**config.mk**
```make
export PLATFORM = sky130hd
export DESIGN_NAME = lsf_line_supervision_feed_regs
export DESIGN_NICKNAME = d
export VERILOG_FILES = /design/src/lsf_pkg.sv /design/src/lsf_line_supervision_feed_regs.sv
export VERILOG_INCLUDE_DIRS = /design/src
export SDC_FILE = /design/constraint.sdc
export NUM_CORES = 1
export LEC_CHECK = 0
export ABC_AREA = 1
export CAP_MARGIN = 20
export CORE_ASPECT_RATIO = 0.75
export CORE_UTILIZATION = 63
export CTS_BUF_LIST = sky130_fd_sc_hd__clkbuf_16
export DETAILED_ROUTE_END_ITERATION = 16
export DONT_BUFFER_PORTS = 1
export GPL_ROUTABILITY_DRIVEN = 1
export GPL_TIMING_DRIVEN = 0
export HOLD_SLACK_MARGIN = 0.06
export MAX_ROUTING_LAYER = met4
export PLACE_DENSITY = 0.83
export SETUP_SLACK_MARGIN = 0.02
export SLEW_MARGIN = 5
export SYNTH_ARGS = -nofsm -noshare
export SYNTH_HDL_FRONTEND = slang
export SYNTH_SLANG_ARGS = --single-unit
```
**constraint.sdc**
```tcl
create_clock -name i_ref_clk -period 1.99 [get_ports i_ref_clk]
set_clock_uncertainty 0.05 [all_clocks]
set_input_delay 0.0995 -clock i_ref_clk [delete_from_list [all_inputs] [get_ports i_ref_clk]]
set_output_delay 0.0995 -clock i_ref_clk [all_outputs]
set_load 0.01 [all_outputs]
```
**src/lsf_defines.svh**
```systemverilog
`ifndef LSF_DEFINES_SVH
`define LSF_DEFINES_SVH

// command bytes
`define LSF_CMD_LOOP_WR 8'hC2
`define LSF_CMD_LOOP_RD 8'hC3
`define LSF_CMD_FEED_WR 8'hC6
`define LSF_CMD_FEED_RD 8'hC7
`define LSF_CMD_GAIN_WR 8'hCA
`define LSF_CMD_GAIN_RD 8'hCB
`define LSF_CMD_SAMPLE_RD 8'hCD

// data byte counts per command
`define LSF_LOOP_BYTES 3'd4
`define LSF_FEED_BYTES 3'd2
`define LSF_GAIN_BYTES 3'd1
`define LSF_SAMPLE_BYTES 3'd2

// reset values
`define LSF_LOOP_RESET 32'h1B84_B30E
`define LSF_FEED_RESET 16'h1108
`define LSF_GAIN_RESET 8'h00
`define LSF_SAMPLE_RESET 16'h0000

// defined-bit masks, reserved bits stored as zero
`define LSF_LOOP_MASK 32'h3FFF_FF1F
`define LSF_FEED_MASK 16'h7FDF

// loop supervision field positions (lsb)
`define LSF_GFT_LSB 27
`define LSF_OHT_LSB 24
`define LSF_GFD_LSB 21
`define LSF_OHD_LSB 16
`define LSF_RTM_BIT 15
`define LSF_RTT_LSB 8
`define LSF_RCL_LSB 0

// dc feed field positions (lsb)
`define LSF_SHIFT_BIT 14
`define LSF_LEG_BIT 13
`define LSF_VOC_LSB 10
`define LSF_VAS_LSB 6
`define LSF_ILA_LSB 0

`endif

```
**src/lsf_pkg.sv**
```systemverilog
package lsf_pkg;

    typedef enum logic [1:0] {
        LSF_ST_CMD = 2'b00,
        LSF_ST_WR = 2'b01,
        LSF_ST_RD = 2'b10,
        LSF_ST_SKIP = 2'b11
    } lsf_state_e;

endpackage : lsf_pkg

```
**src/lsf_line_supervision_feed_regs.sv**
```systemverilog
`timescale 1ns/1ps
// Behaviour
// - loop block: write C2h, read C3h, four data bytes after command
// - host writes reserved bits zero; they read back as zero here
// - ground-key threshold, three bits, 6 mA per code, default 011b
// - switch-hook threshold, three bits, 8 to 15 mA, default 011b
// - ground-key debounce, three bits, 4 ms per code, default 100b
// - switch-hook debounce, five bits, 2 ms per code, default 00100b
// - ring-trip method: 0 dc detection, 1 ac detection, set at reset
// - ring-trip threshold, seven bits, 0.5 mA per code
// - ringing current limit, five bits, 50 to 112 mA, default 01110b
// - feed block: write C6h, read C7h, two bytes, resets 1108h
// - feed voltage three bits, 3 V steps, range shifted by shift bit
// - leg impedance bit: 0 is 100 ohm per leg, 1 is 50 ohm
// - anti-saturation offset, four bits, 0.75 V steps
// - active current limit, five bits, 18 to 49 mA
// - gain register CAh, eight-bit two's complement, zero bypasses
// - Transmit_sample_readout reads two-byte sample when buffer mode clear; resets zero
// - companded: code in upper byte; linear: full sixteen bits
// - sample from the one enabled channel, else channel 1
// - test mode sample passes converter value in 1.15 format
// - sample updates at converter rate; armed update flags data ready
// - sample also goes to pcm transmit on every strobe; cut path set drops only the valid pulse
`include "lsf_defines.svh"

module lsf_line_supervision_feed_regs (
    input wire logic i_ref_clk,
    input wire logic i_rst_n,
    input wire logic i_mpi_clk,
    input wire logic i_mpi_cs_n,
    input wire logic i_mpi_din,
    output logic o_mpi_dout,
    output logic o_mpi_dout_oe_n,
    input wire logic [15:0] i_ch1_sample,
    input wire logic [15:0] i_ch2_sample,
    input wire logic i_sample_strobe,
    input wire logic i_linear_mode,
    input wire logic [1:0] i_channel_enable,
    input wire logic i_test_buffer_mode,
    input wire logic i_transmit_interrupt_arm,
    input wire logic i_cut_transmit_path,
    output logic [2:0] o_ground_fault_threshold,
    output logic [2:0] o_offhook_threshold,
    output logic [2:0] o_ground_fault_debounce,
    output logic [4:0] o_offhook_debounce,
    output logic o_ring_trip_method,
    output logic [6:0] o_ring_trip_threshold,
    output logic [4:0] o_ringing_current_limit,
    output logic o_feed_voltage_range_shift,
    output logic o_leg_impedance_select,
    output logic [2:0] o_open_circuit_feed_voltage,
    output logic [3:0] o_anti_saturation_offset,
    output logic [4:0] o_active_current_limit,
    output logic [7:0] o_impedance_scaling_gain,
    output logic [15:0] o_transmit_sample,
    output logic o_data_ready_flag,
    output logic [15:0] o_pcm_transmit_output,
    output logic o_pcm_transmit_valid
);

    logic [2:0] clk_sync;
    logic [1:0] cs_sync;
    logic [1:0] din_sync;
    logic clk_rise;
    logic clk_fall;
    logic cs_act;

    lsf_pkg::lsf_state_e state;
    logic [2:0] bit_cnt;
    logic [2:0] bytes_left;
    logic [7:0] cur_cmd;
    logic [7:0] in_byte;
    logic [7:0] next_in_byte;
    logic byte_done;
    logic [31:0] wr_shift;
    logic [31:0] next_wr_shift;
    logic [31:0] rd_shift;
    logic [31:0] rd_load;
    logic [2:0] cmd_bytes;
    logic cmd_is_read;
    logic cmd_known;

    logic [31:0] loop_params;
    logic [15:0] feed_params;
    logic [7:0] gain;
    logic [15:0] sample;
    logic [15:0] picked;
    logic [15:0] formatted;

    // pins are asynchronous to i_ref_clk; the second stage is read, and for the clock the third stage as well
    always_ff @(posedge i_ref_clk or negedge i_rst_n)
    begin
        if (!i_rst_n)
        begin
            clk_sync <= 3'b000;
            cs_sync <= 2'b11;
            din_sync <= 2'b00;
        end
        else
        begin
            clk_sync <= {clk_sync[1:0], i_mpi_clk};
            cs_sync <= {cs_sync[0], i_mpi_cs_n};
            din_sync <= {din_sync[0], i_mpi_din};
        end
    end

    assign cs_act = ~cs_sync[1];
    assign clk_rise = cs_act & clk_sync[1] & ~clk_sync[2];
    assign clk_fall = cs_act & ~clk_sync[1] & clk_sync[2];
    assign next_in_byte = {in_byte[6:0], din_sync[1]};
    assign byte_done = clk_rise & (bit_cnt == 3'd7);
    assign next_wr_shift = {wr_shift[23:0], next_in_byte};

    // command decode: data length, direction and the value to shift out
    always_comb
    begin
        cmd_bytes = 3'd0;
        cmd_is_read = 1'b0;
        cmd_known = 1'b1;
        rd_load = 32'h0000_0000;
        unique case (next_in_byte)
            `LSF_CMD_LOOP_WR:
            begin
                cmd_bytes = `LSF_LOOP_BYTES;
            end
            `LSF_CMD_LOOP_RD:
            begin
                cmd_bytes = `LSF_LOOP_BYTES;
                cmd_is_read = 1'b1;
                rd_load = loop_params;
            end
            `LSF_CMD_FEED_WR:
            begin
                cmd_bytes = `LSF_FEED_BYTES;
            end
            `LSF_CMD_FEED_RD:
            begin
                cmd_bytes = `LSF_FEED_BYTES;
                cmd_is_read = 1'b1;
                rd_load = {feed_params, 16'h0000};
            end
            `LSF_CMD_GAIN_WR:
            begin
                cmd_bytes = `LSF_GAIN_BYTES;
            end
            `LSF_CMD_GAIN_RD:
            begin
                cmd_bytes = `LSF_GAIN_BYTES;
                cmd_is_read = 1'b1;
                rd_load = {gain, 24'h00_0000};
            end
            `LSF_CMD_SAMPLE_RD:
            begin
                cmd_bytes = `LSF_SAMPLE_BYTES;
                cmd_is_read = 1'b1;
                // buffer mode hands this command to the fifo; read zero here
                if (!i_test_buffer_mode)
                begin
                    rd_load = {sample, 16'h0000};
                end
            end
            default:
            begin
                cmd_known = 1'b0;
            end
        endcase
    end

    // bit and byte framing; bit count restarts whenever chip select lifts
    always_ff @(posedge i_ref_clk or negedge i_rst_n)
    begin
        if (!i_rst_n)
        begin
            bit_cnt <= 3'd0;
            in_byte <= 8'h00;
        end
        else if (!cs_act)
        begin
            bit_cnt <= 3'd0;
        end
        else if (clk_rise)
        begin
            bit_cnt <= bit_cnt + 3'd1;
            in_byte <= next_in_byte;
        end
    end

    // command state machine; unknown commands are taken as no-data
    always_ff @(posedge i_ref_clk or negedge i_rst_n)
    begin
        if (!i_rst_n)
        begin
            state <= lsf_pkg::LSF_ST_CMD;
            bytes_left <= 3'd0;
            cur_cmd <= 8'h00;
            wr_shift <= 32'h0000_0000;
        end
        else if (byte_done)
        begin
            unique case (state)
                lsf_pkg::LSF_ST_CMD:
                begin
                    cur_cmd <= next_in_byte;
                    bytes_left <= cmd_bytes;
                    wr_shift <= 32'h0000_0000;
                    if (!cmd_known)
                    begin
                        state <= lsf_pkg::LSF_ST_CMD;
                    end
                    else if (cmd_is_read)
                    begin
                        state <= lsf_pkg::LSF_ST_RD;
                    end
                    else
                    begin
                        state <= lsf_pkg::LSF_ST_WR;
                    end
                end
                lsf_pkg::LSF_ST_WR,
                lsf_pkg::LSF_ST_RD,
                lsf_pkg::LSF_ST_SKIP:
                begin
                    wr_shift <= next_wr_shift;
                    bytes_left <= bytes_left - 3'd1;
                    if (bytes_left == 3'd1)
                    begin
                        state <= lsf_pkg::LSF_ST_CMD;
                    end
                end
            endcase
        end
    end

    // the write commits only on the last byte; a cut-off write stays pending until the bytes still owed, sent later, complete it
    always_ff @(posedge i_ref_clk or negedge i_rst_n)
    begin
        if (!i_rst_n)
        begin
            loop_params <= `LSF_LOOP_RESET;
            feed_params <= `LSF_FEED_RESET;
            gain <= `LSF_GAIN_RESET;
        end
        else if (byte_done && state == lsf_pkg::LSF_ST_WR &&
            bytes_left == 3'd1)
        begin
            if (cur_cmd == `LSF_CMD_LOOP_WR)
            begin
                loop_params <= next_wr_shift & `LSF_LOOP_MASK;
            end
            if (cur_cmd == `LSF_CMD_FEED_WR)
            begin
                feed_params <= next_wr_shift[15:0] &
                    `LSF_FEED_MASK;
            end
            if (cur_cmd == `LSF_CMD_GAIN_WR)
            begin
                gain <= next_wr_shift[7:0];
            end
        end
    end

    // read data: loaded at the command byte, new bit on each falling clock
    always_ff @(posedge i_ref_clk or negedge i_rst_n)
    begin
        if (!i_rst_n)
        begin
            rd_shift <= 32'h0000_0000;
            o_mpi_dout <= 1'b0;
            o_mpi_dout_oe_n <= 1'b1;
        end
        else
        begin
            if (byte_done && state == lsf_pkg::LSF_ST_CMD)
            begin
                rd_shift <= rd_load;
            end
            else if (clk_fall && state == lsf_pkg::LSF_ST_RD)
            begin
                o_mpi_dout <= rd_shift[31];
                rd_shift <= {rd_shift[30:0], 1'b0};
            end
            o_mpi_dout_oe_n <= ~(cs_act && state == lsf_pkg::LSF_ST_RD);
        end
    end

    // channel 2 only when it alone is enabled
    assign picked = (i_channel_enable == 2'b10) ?
        i_ch2_sample : i_ch1_sample;
    // linear and test data pass whole; companded keeps the upper byte
    assign formatted = i_linear_mode ? picked :
        {picked[15:8], 8'h00};

    // sample register and its side effects follow the converter strobe
    always_ff @(posedge i_ref_clk or negedge i_rst_n)
    begin
        if (!i_rst_n)
        begin
            sample <= `LSF_SAMPLE_RESET;
            o_data_ready_flag <= 1'b0;
            o_pcm_transmit_output <= 16'h0000;
            o_pcm_transmit_valid <= 1'b0;
        end
        else
        begin
            if (i_sample_strobe)
            begin
                sample <= formatted;
                o_pcm_transmit_output <= formatted;
            end
            o_data_ready_flag <= i_sample_strobe &
                i_transmit_interrupt_arm;
            o_pcm_transmit_valid <= i_sample_strobe &
                ~i_cut_transmit_path;
        end
    end

    // field outputs straight from the parameter flip-flops
    assign o_ground_fault_threshold =
        loop_params[`LSF_GFT_LSB +: 3];
    assign o_offhook_threshold =
        loop_params[`LSF_OHT_LSB +: 3];
    assign o_ground_fault_debounce =
        loop_params[`LSF_GFD_LSB +: 3];
    // codes below 6 ms are accepted; avoiding them is the host's call
    assign o_offhook_debounce =
        loop_params[`LSF_OHD_LSB +: 5];
    assign o_ring_trip_method = loop_params[`LSF_RTM_BIT];
    assign o_ring_trip_threshold =
        loop_params[`LSF_RTT_LSB +: 7];
    assign o_ringing_current_limit =
        loop_params[`LSF_RCL_LSB +: 5];
    assign o_feed_voltage_range_shift =
        feed_params[`LSF_SHIFT_BIT];
    assign o_leg_impedance_select =
        feed_params[`LSF_LEG_BIT];
    assign o_open_circuit_feed_voltage =
        feed_params[`LSF_VOC_LSB +: 3];
    assign o_anti_saturation_offset =
        feed_params[`LSF_VAS_LSB +: 4];
    assign o_active_current_limit =
        feed_params[`LSF_ILA_LSB +: 5];
    assign o_impedance_scaling_gain = gain;
    assign o_transmit_sample = sample;

endmodule : lsf_line_supervision_feed_regs

```
==> flow_summary.toml <==
[floorplanning]
fp-row-count = 33
dieArea_um2 = 11650
core-area_um2 = 10940
die_w_um = 124.3
num_io_pins = 129
start_util = 0.6461
die_h_um = 93.74

[yosys]
avgSynthCellArea_um2 = 8.926
syn_nets = 840
synth_cell_types = 33
synth-seq-cells = 153
syn-cell-area_um2 = 7069
synthCells = 792
yosys_warnings = 0
seq_area_frac_synth = 0.5451

[setup_path]
crit_path_end_kind = "flip-flop"
slowest_delay_ns = 0.39
crit_arrival_ns = 2.19
cp_cell_sequence = "ha_1 -> ha_2 -> inv_2 -> nor2_4 -> buf_12 -> clkbuf_1 -> nand2_1 -> nand2_1 -> nand2_1"
startpoint_type = "flip-flop"
critPathMostFrequentCell = "nand2_1"
critical-path-top-delay-family = "buffers and inverters"
cp_slowest_cell = "clkbuf_1"
crit_path_max_fanout = 10
crit_required_ns = 2.25
critPathKind = "reg -> reg"
cp.buffers_inverters = 3

[global_route]
met2_usage = 0.5691
grt_use_met1 = 0.4753
grt_max_degree = 154
gr-usage-met3 = 0.09112
grt_pass1_vias = 5798
groute.usage.overall = 0.3664
grt_pass1_wl_um = 31390
antenna_found_initial = 0
top_usage_layer = "met2"
grt_overflow_total = 0

[power_and_ir_drop]
intPower_mw = 5.366
power_per_cell_area_nw_per_um2 = 855.5
power_frac_clock = 0.475
p_sw_frac = 0.2498
ir_drop_uv = 646.9
p_switching_mw = 1.786
power_frac_comb = 0.065
seq_power_share = 0.460
power_leakage_nw = 3.768

[sta]
fin_crit_ns = 1.925
hold_ws_ns = -0.6835
setup_slack_ns = 0.06464
slew_viol_final = 0
fin_crit_sh = 0.9675
hold_violations = 153
relSlewSlack = 0.6612
fmax_ghz = 0.5194
worstMarginPinSlew_ns = 0.5082
finalSetupViolations = 0

[finish]
drive_gt1_frac = 0.1993
area_growth_pct = 18.27
finalNonFillerCells = 1008
post-route-util = 0.7641
diodes = 0
final_common_cell = "nand2_1"
fin_nets = 903
mostFrequentLayoutCells = "213 x nand2_1, 133 x dfrtp_1, 78 x nand3_1, 64 x o21ai_0, 55 x inv_1"
design_area_um2 = 8361

[detailed_routing]
ant_nets = 0
wire_per_inst_um = 20.16
routed_wl_um = 20320
drtIter0Drc = 745
dr.pass1.iters = 6
post-route-drc-count = 0
via_per_inst = 6.126
vias = 6175

[clock_network]
htree_levels = 4
path_clk_slew_ns = 0.06
insertion_delay_ns = 0.43
cts_root_buf = "clkbuf_16"
clockBufferDepth = 2
cts_sinks = 153
ctsHoldBuffers = 37
cts_made_buffers = 17
cts_tree = "built"

[placement]
numPortBuffers = 0
dp.final_hpwl_um = 13460
dp_cells = 932
globalplace.congestion = 1.029
placed_cell_area_um2 = 7244
dp_slack_ns = 0.05332

[min_path]
hp-class = "in -> async"

[outcome]
outcome = "finished, violations left"
violations = "hold timing"

[flow_run]
cap_violations = 0
-- cell families after synthesis --
family | after synthesis | share of synthesized area
simple gates | 363 | 0.2235
compound gates | 153 | 0.1402
flops | 153 | 0.5451
buf+inv | 119 | 0.08407
fa+ha+maj | 4 | 0.007080
-- worst reg2reg max path, stage by stage, from the launching register on --
cell	delay (ns)
dfrtp_1	0.37
ha_1	0.17
ha_2	0.21
inv_2	0.06
nor2_4	0.10
buf_12	0.14
clkbuf_1	0.39
nand2_1	0.16
nand2_1	0.11
nand2_1	0.06
-- layout make-up --
class	count	area, um^2
Sequential cell	153	3854
Multi-Input combinational cell	521	2679
Fill cell	712	2581
Timing Repair Buffer	43	427.9
Clock buffer	17	425.4
Buffer	51	350.3
Inverter	68	264.0
Clock inverter	15	185.2
Tap cell	140	175.2
-- cell usage after synthesis --
| master | instances | share of area |
|---|---|---|
| nand3_1 | 79 | 0.056 |
| o221ai_1 | 3 | 0.0037 |
| o21ai_2 | 41 | 0.051 |
| a21oi_1 | 8 | 0.0057 |
| nand2_1 | 213 | 0.11 |
| nor2_1 | 49 | 0.026 |
| o21ai_0 | 64 | 0.045 |
| o31ai_1 | 2 | 0.0021 |
| o21ai_1 | 11 | 0.0078 |
| buf_2 | 10 | 0.0071 |
| nor2_8 | 1 | 0.0028 |
| nand3_2 | 2 | 0.0028 |
| nand2_2 | 3 | 0.0027 |
| inv_2 | 10 | 0.0053 |
| clkinv_1 | 2 | 0.0011 |
| o211ai_1 | 4 | 0.0042 |
| a31oi_1 | 1 | 0.00089 |
| nor2_2 | 4 | 0.0035 |
| buf_6 | 8 | 0.013 |
| clkbuf_1 | 13 | 0.0069 |
| buf_4 | 20 | 0.021 |
| nand4_1 | 1 | 0.00089 |
| nand2_4 | 2 | 0.0032 |
| nand3_4 | 2 | 0.0050 |
| dfstp_2 | 20 | 0.074 |
| ha_1 | 4 | 0.0071 |
| nor2_4 | 3 | 0.0048 |
| nor3_1 | 4 | 0.0028 |
| o21a_1 | 2 | 0.0021 |
| dfrtp_1 | 133 | 0.47 |
| o32ai_1 | 7 | 0.0087 |
| inv_1 | 56 | 0.030 |
| o22ai_1 | 10 | 0.0088 |
-- registers in the layout, summed over array words and instances, names as in the netlist --
signal / cells
loop_params: 27
rd_shift: 32
din_sync: 2
o_mpi_dout_oe_n: 1
cs_sync: 2
state: 2
o_mpi_dout: 1
o_pcm_transmit_valid: 1
bit_cnt: 3
o_pcm_transmit_output: 16
o_data_ready_flag: 1
o_impedance_scaling_gain: 8
cur_cmd: 8
bytes_left: 3
feed_params: 14
wr_shift: 22
clk_sync: 3
in_byte: 7
-- metal layers --
layer / share of wire / wire (um) / up-vias
met2: 0.47 / 9629 / 372
met1: 0.39 / 7860 / 3038
met3: 0.11 / 2251 / 55
met5: 0 / 0 / -
li1: - / - / 2710
met4: 0.029 / 583 / 0
-- timing repair --
| action | CTS | global route |
|---|---|---|
| resized for setup | 2 | 18 |
| endpoints found under the setup margin | 1 | 35 |
| hold endpoints to repair | 174 | 153 |
| setup buffers | 0 | 6 |
| gates cloned | 0 | 1 |
| pin swaps | 0 | 1 |
-- worst paths after layout --
kind                                      start              endpoint  slack, ns  depth (start not counted)
worst max-delay path                 bit_cnt[0]              state[1]       0.06                          9
worst min-delay path                    i_rst_n           rd_shift[6]      -0.68                          0
worst min register to register      clk_sync[0]           clk_sync[1]       0.30                          0
min in group i_ref_clk          i_sample_strobe  o_pcm_transmit_valid       0.12                          3
worst max register to register       bit_cnt[0]              state[1]       0.06                          9
max in group asynchronous               i_rst_n        feed_params[3]       2.20                          0
-- power groups by stage --
stage	Combinational (mW)	Sequential, mW	Clock (mW)
6_report	0.466	3.29	3.40
5_1_grt	0.493	3.29	3.54
4_1_cts	0.443	3.28	3.40
3_5_place_dp	0.358	3.34	0
3_3_place_gp	0.347	3.33	0
2_1_floorplan	0.260	3.32	0
-- stage by stage --
step	TNS (ns)	power (mW)
global route	-0.01462	7.331
finish	0	7.152
CTS	0	7.125
global placement	0	3.681
detailed placement	0	3.694
floorplan	0	3.578
(Power assumes the default switching activity.)
